--- src/include/qds_pkg.sv ---
// package: constants and carrier types for the quad driver serial control block
package qds_pkg;
  localparam int QDS_CHANNELS = 4;
  localparam int QDS_WORD_W = 8;
  localparam int QDS_SHIFT_W = 16;
  localparam int QDS_CMD_LSB = 0;
  localparam logic [15:0] QDS_SHIFT_RST = 16'h0000;
  localparam logic [3:0] QDS_LATCH_RST = 4'h0;
  localparam logic [3:0] QDS_FAULT_RST = 4'h0;
  localparam logic [3:0] QDS_UPPER_FAULT = 4'h0;
  // link timing, for reference by the bench
  localparam real QDS_CLK_NS = 25.0;
  localparam real QDS_SCLK_MIN_PERIOD_NS = 250.0;
  localparam int QDS_SCLK_MIN_CYCLES = int'(QDS_SCLK_MIN_PERIOD_NS / QDS_CLK_NS);

  // serial pins as seen by the device
  typedef struct packed {
    logic sclk;
    logic sdi;
    logic chip_sel_n;
  } qds_link_in_t;

  // analog detector indications per channel
  typedef struct packed {
    logic [3:0] short_supply;
    logic [3:0] overcurrent;
    logic [3:0] open_load;
    logic [3:0] short_ground;
  } qds_detect_t;

  typedef enum logic [1:0] {
    QDS_IDLE = 2'b01,
    QDS_FRAME = 2'b10
  } qds_state_t;
endpackage

--- src/rtl/qds_core.sv ---
// quad driver serial control: shift port, output latch, fault capture
`timescale 1ns/1ps
////////////////////////////////////////////////////////////////////////////////
// Operation
// - channel on when latched bit or direct input high.
// - direct input n drives channel n only.
// - bits 3..0 set channels 3..0; bits 7..4 ignored; msb first.
// - port active only while chip select low.
// - select fall captures faults seen since last select rise.
// - fault bits shift out while command shifts in.
// - select rise loads last four shifted bits into latch.
// - supply short and overcurrent recorded only while channel on.
// - open load and ground short recorded only while channel off.
// - sixteen-bit frame applies its last four bits on select rise.
// - next sixteen-bit frame returns faults then previous first byte.
// - undriven select reads high; data and direct inputs read low.
// - shifting happens only while select low, allowing daisy chains.
// - chained devices all switch at the same select rise.
// - shared-line devices accept input only under own select.
// - serial input sampled on shift clock rising edge.
// - serial output changes on shift clock falling edge, bit 7 first.
// - serial output released while select high.
// - fault bits 0..3 report channels 0..3; one means fault.
module qds_core
  import qds_pkg::*;
#(
  parameter int CHANNELS = QDS_CHANNELS
) (
  input wire logic clk,
  input wire logic rstn,
  input wire qds_link_in_t link_in,
  input wire logic [CHANNELS-1:0] direct_drive,
  input wire logic [CHANNELS-1:0] direct_drive_en,
  input wire logic sdi_en,
  input wire logic chip_sel_en,
  input wire qds_detect_t detect,
  output logic sdo_out,
  output logic sdo_oe_n,
  output logic [CHANNELS-1:0] driver_chan,
  output logic [CHANNELS-1:0] cmd_latch,
  output logic [CHANNELS-1:0] fault_sticky,
  output logic frame_active
);

  ////////////////////////////////////////////////////////////////////////////////
  // pin conditioning: undriven select, data and direct pins take their pull level; sclk has none
  logic sclk_pin;
  logic sdi_pin;
  logic csn_pin;
  logic [CHANNELS-1:0] dd_pin;

  // pull levels
  // an enable held low stands for a floating pin
  always_comb begin
    sclk_pin = link_in.sclk;
    sdi_pin = sdi_en & link_in.sdi;
    csn_pin = ~chip_sel_en | link_in.chip_sel_n;
    dd_pin = direct_drive & direct_drive_en;
  end

  // two-flop synchronisers; stage one is read only by stage two
  // trade-off: about three clocks of latency, small against the shortest shift period
  qds_link_in_t s1_q;
  qds_link_in_t s2_q;
  qds_link_in_t s3_q;
  logic [CHANNELS-1:0] dd2_q;

  // reset to the idle pin levels so no false select or clock edge follows release
  always_ff @(posedge clk or negedge rstn) begin
    if (!rstn) begin
      s1_q.sclk <= 1'b0;
      s1_q.sdi <= 1'b0;
      s1_q.chip_sel_n <= 1'b1;
    end else begin
      s1_q <= {sclk_pin, sdi_pin, csn_pin};
    end
  end

  always_ff @(posedge clk or negedge rstn) begin
    if (!rstn) begin
      s2_q.sclk <= 1'b0;
      s2_q.sdi <= 1'b0;
      s2_q.chip_sel_n <= 1'b1;
    end else begin
      s2_q <= s1_q;
    end
  end

  // third stage keeps history for the edge detectors only
  always_ff @(posedge clk or negedge rstn) begin
    if (!rstn) begin
      s3_q.sclk <= 1'b0;
      s3_q.sdi <= 1'b0;
      s3_q.chip_sel_n <= 1'b1;
    end else begin
      s3_q <= s2_q;
    end
  end

  genvar d;
  generate
    for (d = 0; d < CHANNELS; d++) begin : g_dd_sync
      logic dd1_q;
      logic dd2_bit_q;

      always_ff @(posedge clk or negedge rstn) begin
        if (!rstn) begin
          dd1_q <= 1'b0;
        end else begin
          dd1_q <= dd_pin[d];
        end
      end

      always_ff @(posedge clk or negedge rstn) begin
        if (!rstn) begin
          dd2_bit_q <= 1'b0;
        end else begin
          dd2_bit_q <= dd1_q;
        end
      end

      assign dd2_q[d] = dd2_bit_q;
    end
  endgenerate

  logic sclk_s;
  logic sdi_s;
  logic csn_s;
  logic sclk_rise;
  logic sclk_fall;
  logic cs_fall;
  logic cs_rise;

  always_comb begin
    sclk_s = s2_q.sclk;
    sdi_s = s2_q.sdi;
    csn_s = s2_q.chip_sel_n;
    sclk_rise = sclk_s & ~s3_q.sclk;
    sclk_fall = ~sclk_s & s3_q.sclk;
    cs_fall = ~csn_s & s3_q.chip_sel_n;
    cs_rise = csn_s & ~s3_q.chip_sel_n;
  end

  ////////////////////////////////////////////////////////////////////////////////
  // frame state
  qds_state_t state_q;

  always_ff @(posedge clk or negedge rstn) begin
    if (!rstn) begin
      state_q <= QDS_IDLE;
    end else begin
      case (state_q)
        QDS_IDLE: begin
          if (cs_fall) begin
            state_q <= QDS_FRAME;
          end
        end
        QDS_FRAME: begin
          if (cs_rise) begin
            state_q <= QDS_IDLE;
          end
        end
        default: begin
          state_q <= QDS_IDLE;
        end
      endcase
    end
  end

  assign frame_active = (state_q == QDS_FRAME);

  ////////////////////////////////////////////////////////////////////////////////
  // frame events; edges seen in the wrong state are dropped
  logic capture_evt;
  logic apply_evt;
  logic shift_evt;
  logic out_evt;

  always_comb begin
    capture_evt = cs_fall && (state_q == QDS_IDLE);
    apply_evt = cs_rise && (state_q == QDS_FRAME);
    shift_evt = sclk_rise && !csn_s && (state_q == QDS_FRAME);
    out_evt = sclk_fall && (state_q == QDS_FRAME);
  end

  ////////////////////////////////////////////////////////////////////////////////
  // sticky faults
  logic [CHANNELS-1:0] fault_now;
  logic [CHANNELS-1:0] fault_q;

  genvar g;
  generate
    for (g = 0; g < CHANNELS; g++) begin : g_fault
      logic on_fault;
      logic off_fault;
      assign on_fault = detect.short_supply[g] | detect.overcurrent[g];
      assign off_fault = detect.open_load[g] | detect.short_ground[g];
      assign fault_now[g] = driver_chan[g] ? on_fault : off_fault;
    end
  endgenerate

  // hold until captured and on to the next select rise
  // restart at select rise so faults seen after a frame report in the next one
  // set wins: an indication in the restart cycle is kept
  always_ff @(posedge clk or negedge rstn) begin
    if (!rstn) begin
      fault_q <= QDS_FAULT_RST;
    end else if (apply_evt) begin
      fault_q <= fault_now;
    end else begin
      fault_q <= fault_q | fault_now;
    end
  end

  assign fault_sticky = fault_q;

  ////////////////////////////////////////////////////////////////////////////////
  // shift register: sixteen bits so the previous first byte comes back
  logic [QDS_SHIFT_W-1:0] shift_q;
  logic sdo_q;

  // upper half holds the first byte of a sixteen-bit frame, the verification data
  // limitation: a frame shorter than four bits loads stale bits into the latch
  // capture at select fall
  // fault bit n reports channel n
  always_ff @(posedge clk or negedge rstn) begin
    if (!rstn) begin
      shift_q <= QDS_SHIFT_RST;
    end else if (capture_evt) begin
      shift_q <= {QDS_UPPER_FAULT, (fault_q | fault_now), shift_q[QDS_SHIFT_W-1 -: QDS_WORD_W]};
    end else if (shift_evt) begin
      shift_q <= {shift_q[QDS_SHIFT_W-2:0], sdi_s};
    end
  end

  ////////////////////////////////////////////////////////////////////////////////
  // serial output
  // the first bit stands from select fall, so the first shift clock fall shows bit 6
  // faults out while command in
  // faults first then previous first byte
  // change on sclk fall, bit 7 first
  always_ff @(posedge clk or negedge rstn) begin
    if (!rstn) begin
      sdo_q <= 1'b0;
    end else if (capture_evt) begin
      sdo_q <= QDS_UPPER_FAULT[3];
    end else if (out_evt) begin
      sdo_q <= shift_q[QDS_SHIFT_W-1];
    end
  end

  always_comb begin
    sdo_oe_n = csn_s | (state_q != QDS_FRAME);
    sdo_out = sdo_q;
  end

  ////////////////////////////////////////////////////////////////////////////////
  // output latch
  logic [CHANNELS-1:0] latch_q;

  // last four bits on select rise
  // bits 3..0 to channels, upper ignored
  // all switch at the same rise
  always_ff @(posedge clk or negedge rstn) begin
    if (!rstn) begin
      latch_q <= QDS_LATCH_RST;
    end else if (apply_evt) begin
      latch_q <= shift_q[QDS_CMD_LSB +: CHANNELS];
    end
  end

  assign cmd_latch = latch_q;

  ////////////////////////////////////////////////////////////////////////////////
  // drivers
  // no glitch filter: a direct input change reaches its driver after two clocks
  // or of latch and direct input
  generate
    for (g = 0; g < CHANNELS; g++) begin : g_drive
      assign driver_chan[g] = latch_q[g] | dd2_q[g];
    end
  endgenerate

endmodule

--- config.mk ---
export PLATFORM = sky130hd
export DESIGN_NAME = qds_core
export DESIGN_NICKNAME = d
export VERILOG_FILES = /design/src/include/qds_pkg.sv /design/src/rtl/qds_core.sv
export SDC_FILE = /design/constraint.sdc
export NUM_CORES = 1
export LEC_CHECK = 0
export ABC_AREA = 0
export BUFFER_PORTS_ARGS = -buffer_cell sky130_fd_sc_hd__buf_2
export CAP_MARGIN = 10
export CORE_MARGIN = 1.5
export CORE_UTILIZATION = 40
export CTS_CLUSTER_DIAMETER = 60
export DETAILED_ROUTE_END_ITERATION = 10
export HOLD_SLACK_MARGIN = 0.08
export PLACE_DENSITY_LB_ADDON = 0.25
export SYNTH_ARGS = -nofsm -noshare
export SYNTH_HDL_FRONTEND = slang
export SYNTH_SLANG_ARGS = --single-unit
--- constraint.sdc ---
create_clock -name clk -period 1.7 [get_ports clk]
set_input_delay 0.34 -clock clk [delete_from_list [all_inputs] [get_ports clk]]
set_output_delay 0.34 -clock clk [all_outputs]
set_load 0.02 [all_outputs]
* Word-level counts from Yosys, hierarchy flattened
Cells that the tools add are included.
** Storage, ports and cells
- Register bits :: 43
- Bits of input ports :: 31
- Word-level logic and storage cells :: 73
- Output and inout port bits :: 15
** Operators by class
- Bitwise gates (word level) :: 26
- Reduce and logical (&&, ||, !) cells :: 9
- Equal/unequal tests :: 5
- Multiplexer cells :: 12
** Operators by type and width (number)
- two-way mux 16 bit :: 2
- bitwise OR 1 bit :: 14
- two-way mux 1 bit :: 6
- AND 1 bit :: 5
- logical AND 1 bit :: 5
- NOT 1 bit :: 5
- AND 4 bit :: 1
- two-way mux 2 bit :: 2
- two-way mux 4 bit :: 1
- != test 2 bit (second input constant) :: 2
- bitwise OR 4 bit :: 1
- one-hot mux 2 bit (2 select lines) :: 1
- nonzero test 2 bit :: 2
- equality test 2 x 1 -> 1 bit (second input constant) :: 1
- equality test 2 bit (second input constant) :: 1
- != test 2 x 1 -> 1 bit (second input constant) :: 1
- AND reduction 2 bit :: 1
- logical NOT 1 bit :: 1

* Logic depth before layout (Yosys ltp)
- Depth after elaboration :: 6
- Depth in mapped cells :: 6
- Gate-level depth less buffers :: 5

* Least setup slack after synthesis
Ideal clock, no wire load.
- Path type :: register to register
- From :: register state_q[0]
- To :: register shift_q[10]
- Data arrival time :: 1.440 ns
- Setup time :: 0.126 ns
- Path buffers :: 2
- Period minus slack after synthesis :: 1.566 ns
- Slack :: 0.134 ns
- Stages on the path, launching flop included :: 7
- Data required time :: 1.574 ns
- Cells stage by stage :: dfstp_2 -> nor3b_1 -> and2_1 -> buf_4 -> nor2_2 -> buf_6 -> a221o_1
** On the way
- Longest elaborated chain between the ends :: 3
- Elaborated cells on any way between the ends :: 6
- Classes of those cells :: eq/ne: 2; mux: 1; reduce/logical: 3
** RTL lines
- start: declaration :: line qds_core.sv:146 : qds_state_t state_q;
- start signal: assignment :: line qds_core.sv:150 : state_q <= QDS_IDLE;
- start signal: assignment :: line qds_core.sv:155 : state_q <= QDS_FRAME;
- start signal: assignment :: line qds_core.sv:160 : state_q <= QDS_IDLE;
- equality test 2 x 1 -> 1 bit / equality test 2 bit (equally long branches) :: line qds_core.sv:180, qds_core.sv:182
- logical AND 1 bit (on tied branches) :: line qds_core.sv:180, qds_core.sv:182
- two-way mux 16 bit / nonzero test 2 bit (equally long branches)
- end signal: assignment :: line qds_core.sv:230 : shift_q <= {QDS_UPPER_FAULT, (fault_q | fault_now), shift_q[QDS_SHIFT_W-1 -: QDS_WORD_W]};
- end signal: assignment :: line qds_core.sv:232 : shift_q <= {shift_q[QDS_SHIFT_W-2:0], sdi_s};
- end: declaration :: line qds_core.sv:219 : logic [QDS_SHIFT_W-1:0] shift_q;
Several ways; a longest one is shown, not always the timed one.
A chain may end at the register's enable or synchronous reset.

* Final worst setup path
- From :: register state_q[0]
- To :: output port sdo_oe_n
** On the way
- Longest elaborated chain between the ends :: 2
** RTL lines
- != test 2 bit :: line qds_core.sv:253 : sdo_oe_n = csn_s | (state_q != QDS_FRAME);
- bitwise OR 1 bit :: line qds_core.sv:253
- end: declaration :: line qds_core.sv:38 : output logic sdo_oe_n,
No other way between the ends.

==> metrics.txt <==
# TYPE chip_impl_metric gauge
chip_impl_metric{name="die-width",unit="µm"} 68.0
chip_impl_info{name="category_of_cells_accounting_for_the_largest_share_of_critical_path_delay",value="flip-flops"} 1
chip_impl_metric{name="core-area",unit="µm²"} 4030
chip_impl_info{name="post_synth_most_frequent_cells",value="sky130_fd_sc_hd__dfrtp_1, sky130_fd_sc_hd__nand2_1, sky130_fd_sc_hd__a21o_1, sky130_fd_sc_hd__a22o_1, sky130_fd_sc_hd__nor2_1"} 1
chip_impl_metric{name="vdd_ir_drop_max",unit="mV"} 0.526
chip_impl_metric{name="synth_top_area_share",unit="%"} 57.8
chip_impl_info{name="tritoncts_clock_tree",value="done"} 1
chip_impl_metric{name="post_cts_resized",unit=""} 0
chip_impl_metric{name="worst_reg_to_reg_setup_slack",unit="ns"} 0.18
chip_impl_metric{name="drtIter0Drc",unit=""} 42
chip_impl_metric{name="finalMaxSlewViolations",unit=""} 0
chip_impl_metric{name="dr.pass1.iters",unit=""} 4
chip_impl_info{name="cp-startpoint",value="state_q[0]$_DFFE_PN1P_"} 1
chip_impl_metric{name="synthCells",unit=""} 135
chip_impl_info{name="start_kind",value="flop"} 1
chip_impl_info{name="timing_worst_setup_path_type",value="reg -> out"} 1
chip_impl_metric{name="power.combinational.fraction",unit="%"} 11.1
chip_impl_info{name="most_instantiated_library_cell_after_synthesis",value="sky130_fd_sc_hd__dfrtp_1"} 1
chip_impl_metric{name="synth.lib_cells_used.distinct",unit=""} 26
chip_impl_metric{name="nets",unit=""} 220
chip_impl_metric{name="track_usage",unit="%"} 15.8
chip_impl_info{name="yosys-top-cells-area",value="sky130_fd_sc_hd__dfrtp_1, sky130_fd_sc_hd__dfstp_2, sky130_fd_sc_hd__a21o_1"} 1
chip_impl_info{name="outcome",value="complete, no violations"} 1
chip_impl_metric{name="design.portCount",unit=""} 46
chip_impl_metric{name="final-hold-violation-count",unit=""} 0
chip_impl_info{name="setup.worst_path.end",value="sdo_oe_n"} 1
chip_impl_metric{name="grt_overflow",unit=""} 0
chip_impl_metric{name="switching_share",unit="%"} 22.5
chip_impl_metric{name="std_cell_rows",unit=""} 23
chip_impl_metric{name="peak_freq",unit="MHz"} 607
chip_impl_info{name="postSynth.topFlopCell",value="sky130_fd_sc_hd__dfrtp_1"} 1
chip_impl_metric{name="number_of_antenna_violations_at_the_first_check_in_global_routing",unit=""} 0
chip_impl_metric{name="clk_transition_reported_paths",unit="ns"} 0.07
chip_impl_info{name="synth_top_family_by_area",value="simple AND/OR/NAND/NOR gates"} 1
chip_impl_metric{name="grt_first_pass_wirelength",unit="µm"} 5290
chip_impl_metric{name="internal-power",unit="µW"} 1830
chip_impl_metric{name="yosys.area_share.adder",unit="%"} 0
chip_impl_metric{name="synthesis.area",unit="µm²"} 1690
chip_impl_metric{name="cp_num_cells",unit=""} 4
chip_impl_metric{name="pin_count_of_the_biggest_net_entering_global_routing",unit=""} 25
chip_impl_metric{name="timing.critical_path.slowest_cell_delay",unit="ns"} 0.54
chip_impl_metric{name="setup_violations",unit=""} 0
chip_impl_metric{name="area_delta_synth_final",unit="%"} 26.6
chip_impl_metric{name="portBuffers",unit=""} 45
chip_impl_metric{name="number_of_storage_elements_in_the_synthesis_netlist",unit=""} 43
chip_impl_metric{name="syn-mean-instance-area",unit="µm²"} 12.5
chip_impl_metric{name="synth_sequential_area_ratio",unit="%"} 64.0
chip_impl_metric{name="clock_buffer_count_from_cts",unit=""} 5
chip_impl_metric{name="grt_pass1_vias",unit=""} 1214
chip_impl_metric{name="power",unit="µW"} 2360
chip_impl_metric{name="die-area",unit="µm²"} 4620
chip_impl_metric{name="ys_async_sr_fraction",unit="%"} 100
chip_impl_metric{name="synth-warning-count",unit=""} 0
chip_impl_metric{name="setup-tns-final",unit="ns"} 0
chip_impl_metric{name="critPathBufInv",unit=""} 2
chip_impl_metric{name="tightest_slew",unit="ns"} 0.454
chip_impl_metric{name="compound_gate_fraction_of_synth_area",unit="%"} 15.2
chip_impl_metric{name="synth_xor_area_share",unit="%"} 0
chip_impl_metric{name="final_core_util",unit="%"} 53.1
chip_impl_metric{name="htree_levels",unit=""} 2
chip_impl_metric{name="routed_wire_length_per_instance",unit="µm"} 13.5
chip_impl_metric{name="synth.area.mux_share",unit="%"} 2.37
chip_impl_info{name="rr_startpoint",value="csn_s$_DFF_PN1_"} 1
chip_impl_metric{name="power_frac_seq",unit="%"} 50.0
chip_impl_metric{name="power_leakage",unit="µW"} 0.00110
chip_impl_metric{name="routed_wire_length",unit="µm"} 3240
chip_impl_metric{name="power.switching",unit="µW"} 532
chip_impl_metric{name="dpl_worst_slack",unit="ns"} 0.176
chip_impl_metric{name="cts-hold-fix-buffers",unit=""} 1
chip_impl_metric{name="diodes",unit=""} 0
chip_impl_metric{name="synth-edff-count",unit=""} 0
chip_impl_metric{name="floorplan.die.height",unit="µm"} 68.0
chip_impl_info{name="setup.worst_path.end_class",value="output pin"} 1
chip_impl_metric{name="gp_routability_congestion",unit=""} 0.752
chip_impl_info{name="grt_setup_unrepaired",value="false"} 1
chip_impl_metric{name="worstPathArrival",unit="ns"} 1.31
chip_impl_metric{name="post_drt_via_cell_ratio",unit=""} 5.08
chip_impl_metric{name="relSlewSlack",unit="%"} 69.7
chip_impl_info{name="crit_path_cell_trace",value="nand2b_4 -> inv_1 -> nand2b_1 -> buf_2"} 1
chip_impl_metric{name="dp.final_hpwl",unit="µm"} 2510
chip_impl_metric{name="synth_simple_gate_area_share",unit="%"} 15.9
chip_impl_info{name="worstReg2RegEnd",value="shift_q[6]$_DFFE_PN0P_"} 1
chip_impl_metric{name="maximum_buffer_depth_of_the_clock_tree",unit=""} 2
chip_impl_metric{name="clk_latency",unit="ns"} 0.30
chip_impl_metric{name="mappedNetlistNets",unit=""} 166
chip_impl_info{name="synth_area_leader_cell",value="sky130_fd_sc_hd__dfrtp_1"} 1
chip_impl_info{name="worstHoldPathType",value="in -> reg"} 1
chip_impl_metric{name="dr_total_vias",unit=""} 1220
chip_impl_metric{name="path_max_fanout",unit=""} 4
chip_impl_metric{name="cts_setup_buffers",unit=""} 0
chip_impl_metric{name="max_cap_violations",unit=""} 0
chip_impl_metric{name="clkPwrFrac",unit="%"} 38.9
chip_impl_metric{name="setup_ws",unit="ns"} 0.0529
chip_impl_metric{name="antenna_violating_nets_post_route",unit=""} 0
chip_impl_metric{name="timing.reg2reg.worst_path_depth",unit=""} 5
chip_impl_metric{name="cts.sink_count",unit=""} 43
chip_impl_metric{name="period_share",unit="%"} 96.9
chip_impl_metric{name="drc",unit=""} 0
chip_impl_metric{name="timing.critical_path.required",unit="ns"} 1.36
chip_impl_metric{name="starting_density_of_the_core",unit="%"} 41.9
chip_impl_info{name="root_buffer_master",value="sky130_fd_sc_hd__clkbuf_8"} 1
chip_impl_metric{name="pwr_density_cell",unit="nW/µm²"} 1100
chip_impl_metric{name="layout-drive-gt1-share",unit="%"} 35.8
chip_impl_info{name="critical-path-slowest-cell",value="sky130_fd_sc_hd__dfstp_2"} 1
chip_impl_metric{name="clock-skew-final",unit="ns"} 0.0108
chip_impl_metric{name="shortest_period_the_worst_path_allows",unit="ns"} 1.65
[metal layers]
layer | vias up | routed length, µm | GRT usage, %
li1 | 580 | - | -
met1 | 605 | 1310 | 18.1
met2 | 29 | 1720 | 27.7
met3 | 6 | 152 | 4.93
met4 | 0 | 54 | 6.00
met5 | - | 0 | 0
[cell families after synthesis]
kind of cell	count (synthesis)
multiplexers	4
AO/OA/AOI/OAI	34
flip-flops	43
buffers and inverters	7
AND/OR/NAND/NOR	47
[worst min-delay path by stage]
stage | from | endpoint | slack (ns) | cells past startpoint
6_report | link_in[2] | s1_q[2]$_DFF_PN0_ | 0.16 | 1
5_1_grt | link_in[2] | s1_q[2]$_DFF_PN0_ | 0.15 | 1
4_1_cts | link_in[2] | s1_q[2]$_DFF_PN0_ | 0.14 | 1
3_5_place_dp | rstn | g_dd_sync[0].dd2_bit_q$_DFF_PN0_ | 0.32 | 1
3_3_place_gp | rstn | g_dd_sync[0].dd2_bit_q$_DFF_PN0_ | 0.31 | 1
2_1_floorplan | rstn | cmd_latch[0]$_DFFE_PN0P_ | 0.04 | 0
[layout make-up]
cell class,instances,area (µm²)
fillers,378,1890
inverters,3,11.3
well taps,50,62.6
flip-flops and latches,43,1080
repair buffers,51,285
clock inverters,2,60.1
clock buffers,6,72.6
multi-input cells,85,566
[layout by cell type (no fill, tap or decap), types with 2 or more instances in the layout]
| master | instances |
|---|---|
| sky130_fd_sc_hd__o21ai_0 | 3 |
| sky130_fd_sc_hd__buf_4 | 4 |
| sky130_fd_sc_hd__dfstp_2 | 4 |
| sky130_fd_sc_hd__nand2_1 | 14 |
| sky130_fd_sc_hd__dfrtp_1 | 39 |
| sky130_fd_sc_hd__clkbuf_8 | 5 |
| sky130_fd_sc_hd__nor2_1 | 8 |
| sky130_fd_sc_hd__bufinv_16 | 2 |
| sky130_fd_sc_hd__or2_2 | 4 |
| sky130_fd_sc_hd__buf_2 | 45 |
| sky130_fd_sc_hd__a221o_1 | 3 |
| sky130_fd_sc_hd__nand2b_1 | 4 |
| sky130_fd_sc_hd__a21o_1 | 11 |
| sky130_fd_sc_hd__a21oi_1 | 4 |
| sky130_fd_sc_hd__o21a_1 | 3 |
| sky130_fd_sc_hd__and2_1 | 7 |
| sky130_fd_sc_hd__mux2i_1 | 4 |
| sky130_fd_sc_hd__nor3b_1 | 3 |
| sky130_fd_sc_hd__inv_1 | 3 |
| sky130_fd_sc_hd__a22o_1 | 8 |
| sky130_fd_sc_hd__nor4_1 | 3 |
[state kept, by name (all words and copies together), names as in the netlist]
name	count
fault_sticky	4
s3_q	2
cmd_latch	4
g_dd_sync.dd2_bit_q	4
sclk_s	1
sdi_s	1
state_q	2
g_dd_sync.dd1_q	4
s1_q	3
shift_q	16
sdo_out	1
csn_s	1
[stage by stage]
step / cell area, µm² / hold WS [ns] / instances
after floorplan: 1690 / 0.0444 / 135
after global placement: 2000 / 0.312 / 231
after detailed placement: 2000 / 0.316 / 231
after CTS: 2140 / 0.143 / 240
after global routing: 2140 / 0.154 / 240
final: 2140 / 0.158 / 240
[power by group through the flow]
stage	logic [µW]	clock network (µW)	registers [µW]
floorplan	144	0	1200
global placement	255	0	1190
detailed placement	265	0	1200
CTS	268	939	1180
global route	294	966	1190
finish	262	919	1180
Note: power is estimated with default switching activity, not from simulation.
